File: src/pmc_cfg.svh
`ifndef PMC_CFG_SVH
`define PMC_CFG_SVH

// ----------------------------------------
// timing
// ----------------------------------------
`define PMC_CLK_MHZ       40
`define PMC_LOCK_TIME_US  300
`define PMC_LOCK_CYC      (`PMC_LOCK_TIME_US * `PMC_CLK_MHZ)
`define PMC_WAKE_RST_CYC  65535

// ----------------------------------------
// register word offsets
// ----------------------------------------
`define PMC_ADDR_LOCK     4'h0
`define PMC_ADDR_CGATE    4'h1
`define PMC_ADDR_SLOW     4'h2
`define PMC_ADDR_BUSDIV   4'h3
`define PMC_ADDR_RSTAT    4'h4
`define PMC_ADDR_SCRATCH  4'h5
`define PMC_ADDR_SRCPEND  4'h6
`define PMC_ADDR_EXTPEND  4'h7
`define PMC_ADDR_EXTMASK  4'h8
`define PMC_ADDR_MODE     4'h9

// ----------------------------------------
// field positions and reset values
// ----------------------------------------
`define PMC_CG_IDLE       2
`define PMC_CG_SLEEP      3
`define PMC_CG_GATE_LO    4
`define PMC_CG_GATE_HI    19
`define PMC_CG_RESET      32'h000F_FFF0
`define PMC_SC_SEL_HI     2
`define PMC_SC_SLOW       4
`define PMC_SC_MPLL_OFF   5
`define PMC_BD_PER        0
`define PMC_BD_SYS        1
`define PMC_RS_WAKE       2
`define PMC_SRC_BATT      7
`define PMC_MASK_RESET    32'h00FF_FFFF

`endif

File: src/pmc_pkg.sv
package pmc_pkg;

    // ----------------------------------------
    // power mode states
    // ----------------------------------------
    typedef enum logic [2:0] {
        PMC_NORMAL   = 3'h0,
        PMC_IDLE_REQ = 3'h1,
        PMC_IDLE     = 3'h3,
        PMC_SLOW     = 3'h2,
        PMC_LOCK     = 3'h6,
        PMC_SLEEP    = 3'h4,
        PMC_WAKE     = 3'h5
    } pmc_state_e;

    typedef logic [31:0] pmc_word_t;

    // byte-enable merge of a bus write
    function automatic pmc_word_t pmc_merge(input pmc_word_t old,
                                            input pmc_word_t nw,
                                            input logic [3:0] be);
        pmc_word_t r;
        r = old;
        for (int i = 0; i < 4; i++) begin
            if (be[i]) begin
                r[i*8 +: 8] = nw[i*8 +: 8];
            end
        end
        return r;
    endfunction

endpackage

File: src/power_mode_controller.sv
`include "pmc_cfg.svh"

// What this block does
// normal mode runs basic blocks; software gates each peripheral clock
// idle stops core clock; bus, memory, interrupt, power logic keep running
// idle ends on any external line 23..0, alarm or other interrupt
// slow core clock is crystal divided: code 0 by 1, else by 2n
// slow bus clocks optionally halved from core and system bus clocks
// leaving slow with pll off inserts lock wait from lock count
// lock wait after pll on; core stays on slow clock meanwhile
// slow bit with pll on selects slow clock while slow lasts
// slow cleared after lock elapsed switches to pll clock at once
// slow and pll-off cleared together switch only after lock time
// sleep removes core power; wakes only on lines 15..0 or alarm
// software sets sleep bit as its last step before sleeping
// software masks interrupts, suspends pads, self-refreshes memory first
// wake raises internal reset for 65535 crystal periods via 16-bit counter
// reset status bit 2 tells a wake from sleep
// scratch bits 4:3 survive sleep
// wake sets pending: lines 3..0 source, 15..4 external, battery source
// masked wake source still wakes but sets no pending bit
// in sleep pads hold: outputs keep level, inputs stay inputs
// core power enable high normally, low in sleep
// wake needs active line, line configured as interrupt, battery_fault_n high
// after wake the line is an ordinary interrupt input again
// idle bit enters idle only after the core wrapper acknowledges
module power_mode_controller #(
    parameter logic [15:0] LOCK_RESET_CYCLES = 16'(`PMC_LOCK_CYC),
    parameter logic [15:0] WAKE_RST_CYCLES   = 16'(`PMC_WAKE_RST_CYC)
) (
    input  wire logic        sys_clk,
    input  wire logic        rst,
    input  wire logic [3:0]  avs_address,
    input  wire logic        avs_read,
    input  wire logic        avs_write,
    input  wire logic [31:0] avs_writedata,
    input  wire logic [3:0]  avs_byteenable,
    output logic [31:0]      avs_readdata,
    output logic             avs_waitrequest,
    input  wire logic [23:0] ext_irq_line,
    input  wire logic [15:0] extIrqConfigured,
    input  wire logic        rtcAlarm,
    input  wire logic        otherIrq,
    input  wire logic        battery_fault_n,
    input  wire logic        cpuIdleAck,
    output logic             idleReq,
    output logic             cpuClkEn,
    output logic             sysBusClkEn,
    output logic [15:0]      periphClkEn,
    output logic             pllPowerOn,
    output logic             core_power_enable,
    output logic             coreReset,
    output logic             padSleepHold
);

    // ----------------------------------------
    // pin synchronisers
    // ----------------------------------------
    logic [25:0] syncA_q;
    logic [25:0] syncB_q;

    always_ff @(posedge sys_clk or posedge rst) begin
        if (rst) begin
            syncA_q <= 26'h200_0000;
            syncB_q <= 26'h200_0000;
        end else begin
            syncA_q <= {battery_fault_n, rtcAlarm, ext_irq_line};
            syncB_q <= syncA_q;
        end
    end

    wire [23:0] extSync  = syncB_q[23:0];
    wire        rtcSync  = syncB_q[24];
    wire        battSync = syncB_q[25];

    // ----------------------------------------
    // registers
    // ----------------------------------------
    pmc_pkg::pmc_state_e state_q;
    pmc_pkg::pmc_state_e state_d;
    logic [15:0] lock_time_count_q;
    logic [31:0] cgate_q;
    logic [31:0] slowCtl_q;
    logic [1:0]  busDiv_q;
    logic        wakeFlag_q;
    logic [31:0] scratch_q;
    logic [7:0]  srcPend_q;
    logic [15:4] extPend_q;
    logic [23:0] extMask_q;
    logic        battSeen_q;
    logic [15:0] lockCnt_q;
    logic        lockDone_q;
    logic [31:0] rdData_q;
    logic        wait_q;

    // ----------------------------------------
    // bus decode
    // ----------------------------------------
    wire        busReq    = avs_read || avs_write;
    wire        busCommit = avs_write && !wait_q;
    wire        wrLock    = busCommit && (avs_address == `PMC_ADDR_LOCK);
    wire        wrCgate   = busCommit && (avs_address == `PMC_ADDR_CGATE);
    wire        wrSlow    = busCommit && (avs_address == `PMC_ADDR_SLOW);
    wire        wrBusDiv  = busCommit && (avs_address == `PMC_ADDR_BUSDIV);
    wire        wrRstat   = busCommit && (avs_address == `PMC_ADDR_RSTAT);
    wire        wrScratch = busCommit && (avs_address == `PMC_ADDR_SCRATCH);
    wire        wrSrcPend = busCommit && (avs_address == `PMC_ADDR_SRCPEND);
    wire        wrExtPend = busCommit && (avs_address == `PMC_ADDR_EXTPEND);
    wire        wrExtMask = busCommit && (avs_address == `PMC_ADDR_EXTMASK);
    wire [31:0] wrMerged  = pmc_pkg::pmc_merge(32'h0000_0000, avs_writedata, avs_byteenable);

    // ----------------------------------------
    // mode decode
    // ----------------------------------------
    wire slowBit    = slowCtl_q[`PMC_SC_SLOW];
    wire mpllOff    = slowCtl_q[`PMC_SC_MPLL_OFF];
    wire idleBit    = cgate_q[`PMC_CG_IDLE];
    wire sleepBit   = cgate_q[`PMC_CG_SLEEP];
    wire inSleep    = (state_q == pmc_pkg::PMC_SLEEP);
    wire divSlow    = (state_q == pmc_pkg::PMC_SLOW) || (state_q == pmc_pkg::PMC_LOCK);
    wire coreRuns   = (state_q == pmc_pkg::PMC_NORMAL) || (state_q == pmc_pkg::PMC_IDLE_REQ)
                      || divSlow;
    // idle exit sources
    wire anyIrq     = (|extSync) || rtcSync || otherIrq;
    // only lines 15..0 and alarm wake
    // configured line and battery good
    wire wakeSrc    = (|(extSync[15:0] & extIrqConfigured)) || rtcSync;
    // wake decode only while sleeping
    wire wakeGo     = inSleep && wakeSrc && battSync;
    wire idleExit   = (state_q == pmc_pkg::PMC_IDLE) && anyIrq;
    wire rstBusy;

    // ----------------------------------------
    // mode sequencer
    // ----------------------------------------
    always_comb begin
        state_d = state_q;
        unique case (state_q)
            pmc_pkg::PMC_NORMAL: begin
                // sleep bit ends preparation
                if (sleepBit) begin
                    state_d = pmc_pkg::PMC_SLEEP;
                end else if (idleBit) begin
                    state_d = pmc_pkg::PMC_IDLE_REQ;
                end else if (slowBit) begin
                    state_d = pmc_pkg::PMC_SLOW;
                end
            end
            pmc_pkg::PMC_IDLE_REQ: begin
                // wait for wrapper ack
                if (cpuIdleAck) begin
                    state_d = pmc_pkg::PMC_IDLE;
                end
            end
            pmc_pkg::PMC_IDLE: begin
                if (anyIrq) begin
                    state_d = pmc_pkg::PMC_NORMAL;
                end
            end
            pmc_pkg::PMC_SLOW: begin
                // lock already elapsed
                if (!slowBit && !mpllOff && lockDone_q) begin
                    state_d = pmc_pkg::PMC_NORMAL;
                // insert lock wait
                end else if (!slowBit && !mpllOff) begin
                    state_d = pmc_pkg::PMC_LOCK;
                end
            end
            pmc_pkg::PMC_LOCK: begin
                // switch after lock time
                if (lockDone_q) begin
                    state_d = pmc_pkg::PMC_NORMAL;
                end
            end
            pmc_pkg::PMC_SLEEP: begin
                if (wakeGo) begin
                    state_d = pmc_pkg::PMC_WAKE;
                end
            end
            pmc_pkg::PMC_WAKE: begin
                if (!rstBusy) begin
                    state_d = pmc_pkg::PMC_NORMAL;
                end
            end
            default: begin
                state_d = pmc_pkg::PMC_NORMAL;
            end
        endcase
    end

    always_ff @(posedge sys_clk or posedge rst) begin
        if (rst) begin
            state_q <= pmc_pkg::PMC_NORMAL;
        end else begin
            state_q <= state_d;
        end
    end

    // ----------------------------------------
    // pll lock timer
    // ----------------------------------------
    // count lock time after pll on
    wire [15:0] lockCnt_d  = lockCnt_q + 16'h0001;
    wire        lockReach  = (lockCnt_d >= lock_time_count_q);

    always_ff @(posedge sys_clk or posedge rst) begin
        if (rst) begin
            lockCnt_q  <= 16'h0000;
            lockDone_q <= 1'b0;
        end else if (mpllOff || inSleep) begin
            lockCnt_q  <= 16'h0000;
            lockDone_q <= 1'b0;
        end else if (!lockDone_q) begin
            lockCnt_q  <= lockCnt_d;
            lockDone_q <= lockReach;
        end
    end

    // ----------------------------------------
    // clock enables and divider
    // ----------------------------------------
    logic coreTick;
    logic sysTick;
    logic perTick;

    // slow clock while slow lasts
    pmc_clk_div u_div (
        .sys_clk   (sys_clk),
        .rst       (rst),
        .slowMode  (divSlow),
        .slowSel   (slowCtl_q[`PMC_SC_SEL_HI:0]),
        .sysDivSel (busDiv_q[`PMC_BD_SYS]),
        .perDivSel (busDiv_q[`PMC_BD_PER]),
        .coreTick  (coreTick),
        .sysTick   (sysTick),
        .perTick   (perTick)
    );

    // wake reset counter
    pmc_rst_cnt #(
        .CYCLES (WAKE_RST_CYCLES)
    ) u_rst (
        .sys_clk (sys_clk),
        .rst     (rst),
        .start   (wakeGo),
        .busy    (rstBusy)
    );

    // core clock stops in idle
    wire        cpuClkEn_d    = coreTick && coreRuns;
    wire        sysBusClkEn_d = sysTick && !inSleep;
    // per-peripheral gates
    wire [15:0] periphClkEn_d = {16{perTick && !inSleep}}
                                & cgate_q[`PMC_CG_GATE_HI:`PMC_CG_GATE_LO];

    always_ff @(posedge sys_clk or posedge rst) begin
        if (rst) begin
            cpuClkEn          <= 1'b0;
            sysBusClkEn       <= 1'b0;
            periphClkEn       <= 16'h0000;
            pllPowerOn        <= 1'b1;
            core_power_enable <= 1'b1;
            coreReset         <= 1'b1;
            padSleepHold      <= 1'b0;
            idleReq           <= 1'b0;
        end else begin
            cpuClkEn          <= cpuClkEn_d;
            sysBusClkEn       <= sysBusClkEn_d;
            periphClkEn       <= periphClkEn_d;
            pllPowerOn        <= !mpllOff && !inSleep;
            // rails off in sleep
            core_power_enable <= !inSleep;
            coreReset         <= rstBusy;
            // pads hold in sleep
            padSleepHold      <= inSleep;
            idleReq           <= (state_q == pmc_pkg::PMC_IDLE_REQ);
        end
    end

    // ----------------------------------------
    // wake records
    // ----------------------------------------
    // mask blocks pending only
    wire [15:0] wakeRec  = (wakeGo ? extSync[15:0] & extIrqConfigured : 16'h0000)
                           & ~extMask_q[15:0];
    // pending split by line
    wire [7:0]  srcSet   = {wakeGo && battSeen_q, 3'h0, wakeRec[3:0]};
    wire [7:0]  srcClr   = wrSrcPend ? wrMerged[7:0] : 8'h00;
    wire [15:4] extClr   = wrExtPend ? wrMerged[15:4] : 12'h000;
    wire        rsClr    = wrRstat && wrMerged[`PMC_RS_WAKE];

    always_ff @(posedge sys_clk or posedge rst) begin
        if (rst) begin
            srcPend_q  <= 8'h00;
            extPend_q  <= 12'h000;
            wakeFlag_q <= 1'b0;
            battSeen_q <= 1'b0;
        end else begin
            srcPend_q  <= (srcPend_q & ~srcClr) | srcSet;
            extPend_q  <= (extPend_q & ~extClr) | wakeRec[15:4];
            // wake flag, set wins
            wakeFlag_q <= (wakeFlag_q && !rsClr) || wakeGo;
            battSeen_q <= inSleep && !wakeGo && (battSeen_q || !battSync);
        end
    end

    // ----------------------------------------
    // software registers
    // ----------------------------------------
    always_ff @(posedge sys_clk or posedge rst) begin
        if (rst) begin
            lock_time_count_q <= LOCK_RESET_CYCLES;
            cgate_q    <= `PMC_CG_RESET;
            slowCtl_q  <= 32'h0000_0000;
            busDiv_q   <= 2'h0;
            scratch_q  <= 32'h0000_0000;
            extMask_q  <= 24'(`PMC_MASK_RESET);
        end else begin
            if (wrLock) begin
                lock_time_count_q <= 16'(pmc_pkg::pmc_merge({16'h0000, lock_time_count_q}, avs_writedata,
                                                     avs_byteenable));
            end
            if (wrCgate) begin
                cgate_q <= pmc_pkg::pmc_merge(cgate_q, avs_writedata, avs_byteenable)
                           & 32'h000F_FFFC;
            end else if (idleExit) begin
                cgate_q[`PMC_CG_IDLE] <= 1'b0;
            end else if (wakeGo) begin
                cgate_q[`PMC_CG_SLEEP] <= 1'b0;
            end
            if (wrSlow) begin
                slowCtl_q <= pmc_pkg::pmc_merge(slowCtl_q, avs_writedata, avs_byteenable)
                             & 32'h0000_0037;
            end
            if (wrBusDiv) begin
                busDiv_q <= avs_byteenable[0] ? avs_writedata[1:0] : busDiv_q;
            end
            // scratch kept through sleep
            if (wrScratch) begin
                scratch_q <= pmc_pkg::pmc_merge(scratch_q, avs_writedata, avs_byteenable);
            end
            if (wrExtMask) begin
                extMask_q <= 24'(pmc_pkg::pmc_merge({8'h00, extMask_q}, avs_writedata,
                                                    avs_byteenable));
            end
        end
    end

    // ----------------------------------------
    // read mux and handshake
    // ----------------------------------------
    wire [31:0] rdMux =
        (avs_address == `PMC_ADDR_LOCK)    ? {16'h0000, lock_time_count_q} :
        (avs_address == `PMC_ADDR_CGATE)   ? cgate_q :
        (avs_address == `PMC_ADDR_SLOW)    ? slowCtl_q :
        (avs_address == `PMC_ADDR_BUSDIV)  ? {30'h0000_0000, busDiv_q} :
        (avs_address == `PMC_ADDR_RSTAT)   ? {29'h0000_0000, wakeFlag_q, 2'h0} :
        (avs_address == `PMC_ADDR_SCRATCH) ? scratch_q :
        (avs_address == `PMC_ADDR_SRCPEND) ? {24'h00_0000, srcPend_q} :
        (avs_address == `PMC_ADDR_EXTPEND) ? {16'h0000, extPend_q, 4'h0} :
        (avs_address == `PMC_ADDR_EXTMASK) ? {8'h00, extMask_q} :
        (avs_address == `PMC_ADDR_MODE)    ? {28'h000_0000, lockDone_q, state_q} :
        32'h0000_0000;

    always_ff @(posedge sys_clk or posedge rst) begin
        if (rst) begin
            wait_q   <= 1'b1;
            rdData_q <= 32'h0000_0000;
        end else begin
            wait_q   <= !(busReq && wait_q);
            rdData_q <= (avs_read && wait_q) ? rdMux : rdData_q;
        end
    end

    assign avs_waitrequest = wait_q;
    assign avs_readdata    = rdData_q;
endmodule // power_mode_controller

File: src/pmc_clk_div.sv
module pmc_clk_div (
    input  wire logic       sys_clk,
    input  wire logic       rst,
    input  wire logic       slowMode,
    input  wire logic [2:0] slowSel,
    input  wire logic       sysDivSel,
    input  wire logic       perDivSel,
    output logic            coreTick,
    output logic            sysTick,
    output logic            perTick
);

    // ----------------------------------------
    // ratio: code 0 -> 1, code n -> 2n
    // ----------------------------------------
    function automatic logic [3:0] pmc_ratio(input logic [2:0] sel);
        return (sel == 3'h0) ? 4'h1 : {sel, 1'b0};
    endfunction

    logic [3:0] cnt_q;
    logic [3:0] cnt_d;
    logic       sysPh_q;
    logic       perPh_q;
    wire  [3:0] ratio = slowMode ? pmc_ratio(slowSel) : 4'h1;
    wire  [3:0] lastCnt = ratio - 4'h1;

    // slow core divide
    assign coreTick = (cnt_q == 4'h0);
    assign cnt_d    = (cnt_q >= lastCnt) ? 4'h0 : cnt_q + 4'h1;
    // bus halving options
    assign sysTick  = coreTick && (!sysDivSel || sysPh_q);
    assign perTick  = sysTick && (!perDivSel || perPh_q);

    always_ff @(posedge sys_clk or posedge rst) begin
        if (rst) begin
            cnt_q   <= 4'h0;
            sysPh_q <= 1'b0;
            perPh_q <= 1'b0;
        end else begin
            cnt_q   <= cnt_d;
            sysPh_q <= coreTick ? ~sysPh_q : sysPh_q;
            perPh_q <= sysTick ? ~perPh_q : perPh_q;
        end
    end

endmodule // pmc_clk_div

File: src/pmc_rst_cnt.sv
module pmc_rst_cnt #(
    parameter logic [15:0] CYCLES = 16'hFFFF
) (
    input  wire logic sys_clk,
    input  wire logic rst,
    input  wire logic start,
    output logic      busy
);

    logic [15:0] cnt_q;

    // counted wake reset
    always_ff @(posedge sys_clk or posedge rst) begin
        if (rst) begin
            cnt_q <= 16'h0000;
            busy  <= 1'b0;
        end else if (start) begin
            cnt_q <= CYCLES - 16'h0001;
            busy  <= 1'b1;
        end else if (busy) begin
            cnt_q <= cnt_q - 16'h0001;
            busy  <= (cnt_q != 16'h0000);
        end
    end

endmodule // pmc_rst_cnt

File: config.mk
export PLATFORM = sky130hd
export DESIGN_NAME = power_mode_controller
export DESIGN_NICKNAME = d
export VERILOG_FILES = /design/src/pmc_pkg.sv /design/src/power_mode_controller.sv /design/src/pmc_clk_div.sv /design/src/pmc_rst_cnt.sv
export VERILOG_INCLUDE_DIRS = /design/src
export SDC_FILE = /design/constraint.sdc
export NUM_CORES = 1
export LEC_CHECK = 0
export ABC_AREA = 1
export BUFFER_PORTS_ARGS = -buffer_cell sky130_fd_sc_hd__buf_2
export CELL_PAD_IN_SITES_DETAIL_PLACEMENT = 0
export CELL_PAD_IN_SITES_GLOBAL_PLACEMENT = 1
export CORE_AREA = 8 8 154 184
export DETAILED_ROUTE_END_ITERATION = 7
export DIE_AREA = 0 0 162 192
export GPL_TIMING_DRIVEN = 0
export PLACE_DENSITY = 0.82
export SYNTH_ARGS = -nofsm -noshare
export SYNTH_HDL_FRONTEND = slang
export SYNTH_SLANG_ARGS = --single-unit
export TNS_END_PERCENT = 50
File: constraint.sdc
create_clock -name sys_clk -period 15.5 [get_ports sys_clk]
set_input_delay 1.55 -clock sys_clk [delete_from_list [all_inputs] [get_ports sys_clk]]
set_output_delay 1.55 -clock sys_clk [all_outputs]
set_load 0.05 [all_outputs]
==> summary.md <==
| Metric | Value |
|---|---|
| Outcome | `completed` |
| # setup viols final | `0` |
| Yosys cell types | `38` |
| TritonCTS Buffers | `28` |
| Top post-synthesis cells by area | `dfrtp_1 45%, dfstp_2 12%, nand2_1 11%` |
| Area fraction of the dominant cell type after synthesis | `a little under half` |
| Root buf cell | `clkbuf_16` |
| Buf/Inv on CP | `1` |
| Max H-tree Level | `1` |
| Largest net degree at the start of global routing | `99` |
| Type of origin of the critical path | `flip-flop` |
| Internal | `between 1.5 and 2 mW` |
| Combinational share of power | `between 20 and 25%` |
| Sequential fraction of design power | `between 40% and 50%` |
| Die extent in y | `between 150 and 200 µm` |
| Static leakage | `around 7.1 nW` |
| CP max stage cell | `dfstp_2` |
| Endpoint arrival time on the critical path | `between 1 and 1.5 ns` |
| I/O Pins | `144` |
| Worst-Skew Late Latency | `0.55 ns` |
| Worst-path clk slew | `~0.06 ns` |
| First-pass GRT wire length | `roughly 51,000 µm` |
| Clock share of power | `between 30% and 40%` |
| Layout cells sized above 1 | `around 20%` |
| Synthesis warning total | `0` |
| CTS tree | `done` |
| Max frequency | `around 0.34 GHz` |
| Peak VDD IR | `0.0830 mV` |
| Sequential fraction of the synthesis area | `between 50% and 60%` |
| Sw Ratio | `31.6%` |
| Placeable Area | `between 20,000 and 30,000 µm²` |
| Row count | `64` |
| Hpwl dp | `23,900 µm` |
| Post-synth EDFFs | `0` |
| Via/cell ratio | `a little over 5` |
| Post-CTS Resized | `0` |
| Maxcap violations | `0` |
| Mapped cell area | `~12,000 µm²` |
| Die Area | `between 30,000 and 40,000 µm²` |
| CP endpoint kind | `output pin` |
| WP data required | `between 10 and 15 ns` |
| Vias in the first global route | `between 9,000 and 10,000` |
| Tmin final | `a little under 3 ns` |
| Leading cell types in the layout, fill and taps excluded | `338 x nand2_1, 217 x dfrtp_1, 160 x inv_1` |
| Num Clock Sinks | `between 200 and 300` |
| Switching power | `roughly 0.7 mW` |
| Min-delay worst type | `flip-flop to flip-flop` |
| Post-CTS setup buffers | `0` |
| Routability cong. | `~0.9` |
| Setup Skew | `between 0.01 and 0.015 ns` |
| Antenna violations before repair | `2` |
| Synth Instances | `roughly 1,400` |
| Total chip power | `2.21 mW` |
| Worst path max stage delay | `between 0.5 and 0.6 ns` |
| Chip width | `~160 µm` |
| Main synth FF type | `dfrtp_1` |
| Routed WL | `roughly 32,000 µm` |
| Final Cycle Share | `a little under a fifth` |
| Asr flop ratio synth | `between 90% and 100%` |
| Mean area per synthesized cell | `8.83 µm²` |
| Commonest non-fill, non-tap cell in the layout | `nand2_1` |
| Initial DRC count | `between 600 and 700` |
| Pre-Repair DR Iteration Count | `6` |
| Post-synth net total | `about 1,500` |
| Total number of vias | `about 9,600` |
| Drc violations | `0` |
| Cell family with most CP delay | `flip-flops` |
| #FFs+latches synth | `270` |
| Final Hold Vio Count | `0` |
| Initial Util | `47.2%` |
| Pwr Density | `between 150 and 200 nW/µm²` |
| Routed Antenna Nets | `0` |
| CTS Buffer Depth | `3` |
| Drt wl/cell | `16.9 µm` |
| Setup TNS | `0 ns` |
| Critical path peak fanout | `4` |
| Hold Buf Count CTS | `0` |
| Critical path class | `flip-flop to output pin` |
| Global route total overflow | `0` |
| Number of buffers added on ports | `142` |
| Cell accounting for the most synthesized area | `dfrtp_1` |
| RSZ-0062 raised after global routing | `false` |
| Area Growth Syn to Fin | `19.6%` |
| Slew Limit Fails | `0` |
| Nets | `between 1,500 and 2,000` |
| Measured slew at the worst slew-check pin | `about 0.76 ns` |
| Sequence of cells on the critical path | `buf_2` |
| Global Route Usage Sum | `between 20% and 30%` |
| Worst rel slew slack | `about half` |
==> stage by stage <==
stage	std cells	area [µm²]	util [%]	worst slack [ns]	hold WS, ns
after global placement	1826	13100	51.7	3.70	0.332
after floorplan	1354	12000	-	6.60	0.331
after global routing	1881	14300	56.5	12.55	0.354
after CTS	1880	14300	56.5	12.56	0.349
final	1881	14300	56.5	12.58	0.347
after detailed placement	1828	13100	51.9	12.17	0.335
==> cell families (layout without fill, tap and decap cells) <==
logic type                 Yosys count  in the layout  synth area share (%)
and+or+nand+nor                    579            579                  20.3
DFF                                270            270                  57.1
AOI/OAI and AO/OA                  245            245                  11.0
buffers and inverters              206            402                  6.63
adders and majority gates           25             25                  2.62
xor gates and xnor gates            21             21                  1.54
muxes                                8              8                 0.754
other                                0              1                     0
==> worst paths after layout <==
kind                                 startpoint              end  slack (ns)  depth (start not counted)
worst max-delay path            avs_waitrequest  avs_waitrequest       12.58                          1
worst min-delay path                syncA_q[19]      syncB_q[19]        0.35                          0
worst max register to register     lockCnt_q[0]       lockDone_q       12.87                         15
worst min register to register      syncA_q[19]      syncB_q[19]        0.35                          0
max in group asynchronous                   rst       cgate_q[4]       13.52                          3
min in group asynchronous                   rst      syncB_q[13]        1.07                          2
==> final cells by class <==
| type | instances | area, µm² |
|---|---|---|
| clock inverter | 23 | 443 |
| buffer | 29 | 128 |
| fill | 2344 | 11000 |
| antenna | 1 | 2.50 |
| tap | 330 | 413 |
| inverter | 177 | 672 |
| clock buffer | 29 | 714 |
| multi-input combinational | 878 | 4340 |
| sequential | 270 | 6820 |
| timing repair buffer | 144 | 766 |
==> cells in the mapped netlist (3+ instances only) <==
cell      count
or2_0         3
dfstp_2      53
nand4_1      10
o31ai_1       8
nand3_1      80
nand2_1     338
ha_1         25
a22o_1        4
mux2_1        8
nor2_2        8
inv_2        14
buf_2        11
nand2_2       6
clkbuf_1     14
inv_1       161
or2_2         3
nor3_1        7
nor2_4        8
a21oi_1      45
o21ai_1      74
o21ai_0      73
xor2_1       19
nor2_1      112
dfrtp_1     217
o22ai_1      25
a31oi_1      11
==> metal layers <==
layer | GRT usage, % | wire length (µm) | vias to the layer above
met5 | 0 | 12 | -
met4 | 6.63 | 858 | 2
met3 | 3.52 | 1600 | 57
met2 | 36.1 | 15900 | 232
met1 | 25.0 | 13400 | 4561
li1 | - | - | 4725
==> power groups by stage <==
stage	combinational, mW	sequential [mW]	clock, mW
5_1_grt	0.532	0.921	0.871
6_report	0.477	0.908	0.831
2_1_floorplan	0.252	0.999	0
3_3_place_gp	0.467	0.916	0
3_5_place_dp	0.478	0.919	0
4_1_cts	0.482	0.907	0.843
==> registers in the layout, indices dropped and copies added, names as in the netlist, 2 cells and up <==
| signal | flops |
|---|---|
| avs_readdata | 32 |
| busDiv_q | 2 |
| cgate_q | 18 |
| extMask_q | 24 |
| extPend_q | 12 |
| lockCnt_q | 16 |
| lock_time_count_q | 16 |
| periphClkEn | 16 |
| scratch_q | 32 |
| slowCtl_q | 5 |
| srcPend_q | 8 |
| state_q | 3 |
| syncA_q | 26 |
| syncB_q | 26 |
| u_div.cnt_q | 4 |
| u_rst.cnt_q | 16 |
No activity file was read; power rests on OpenSTA's default activity.
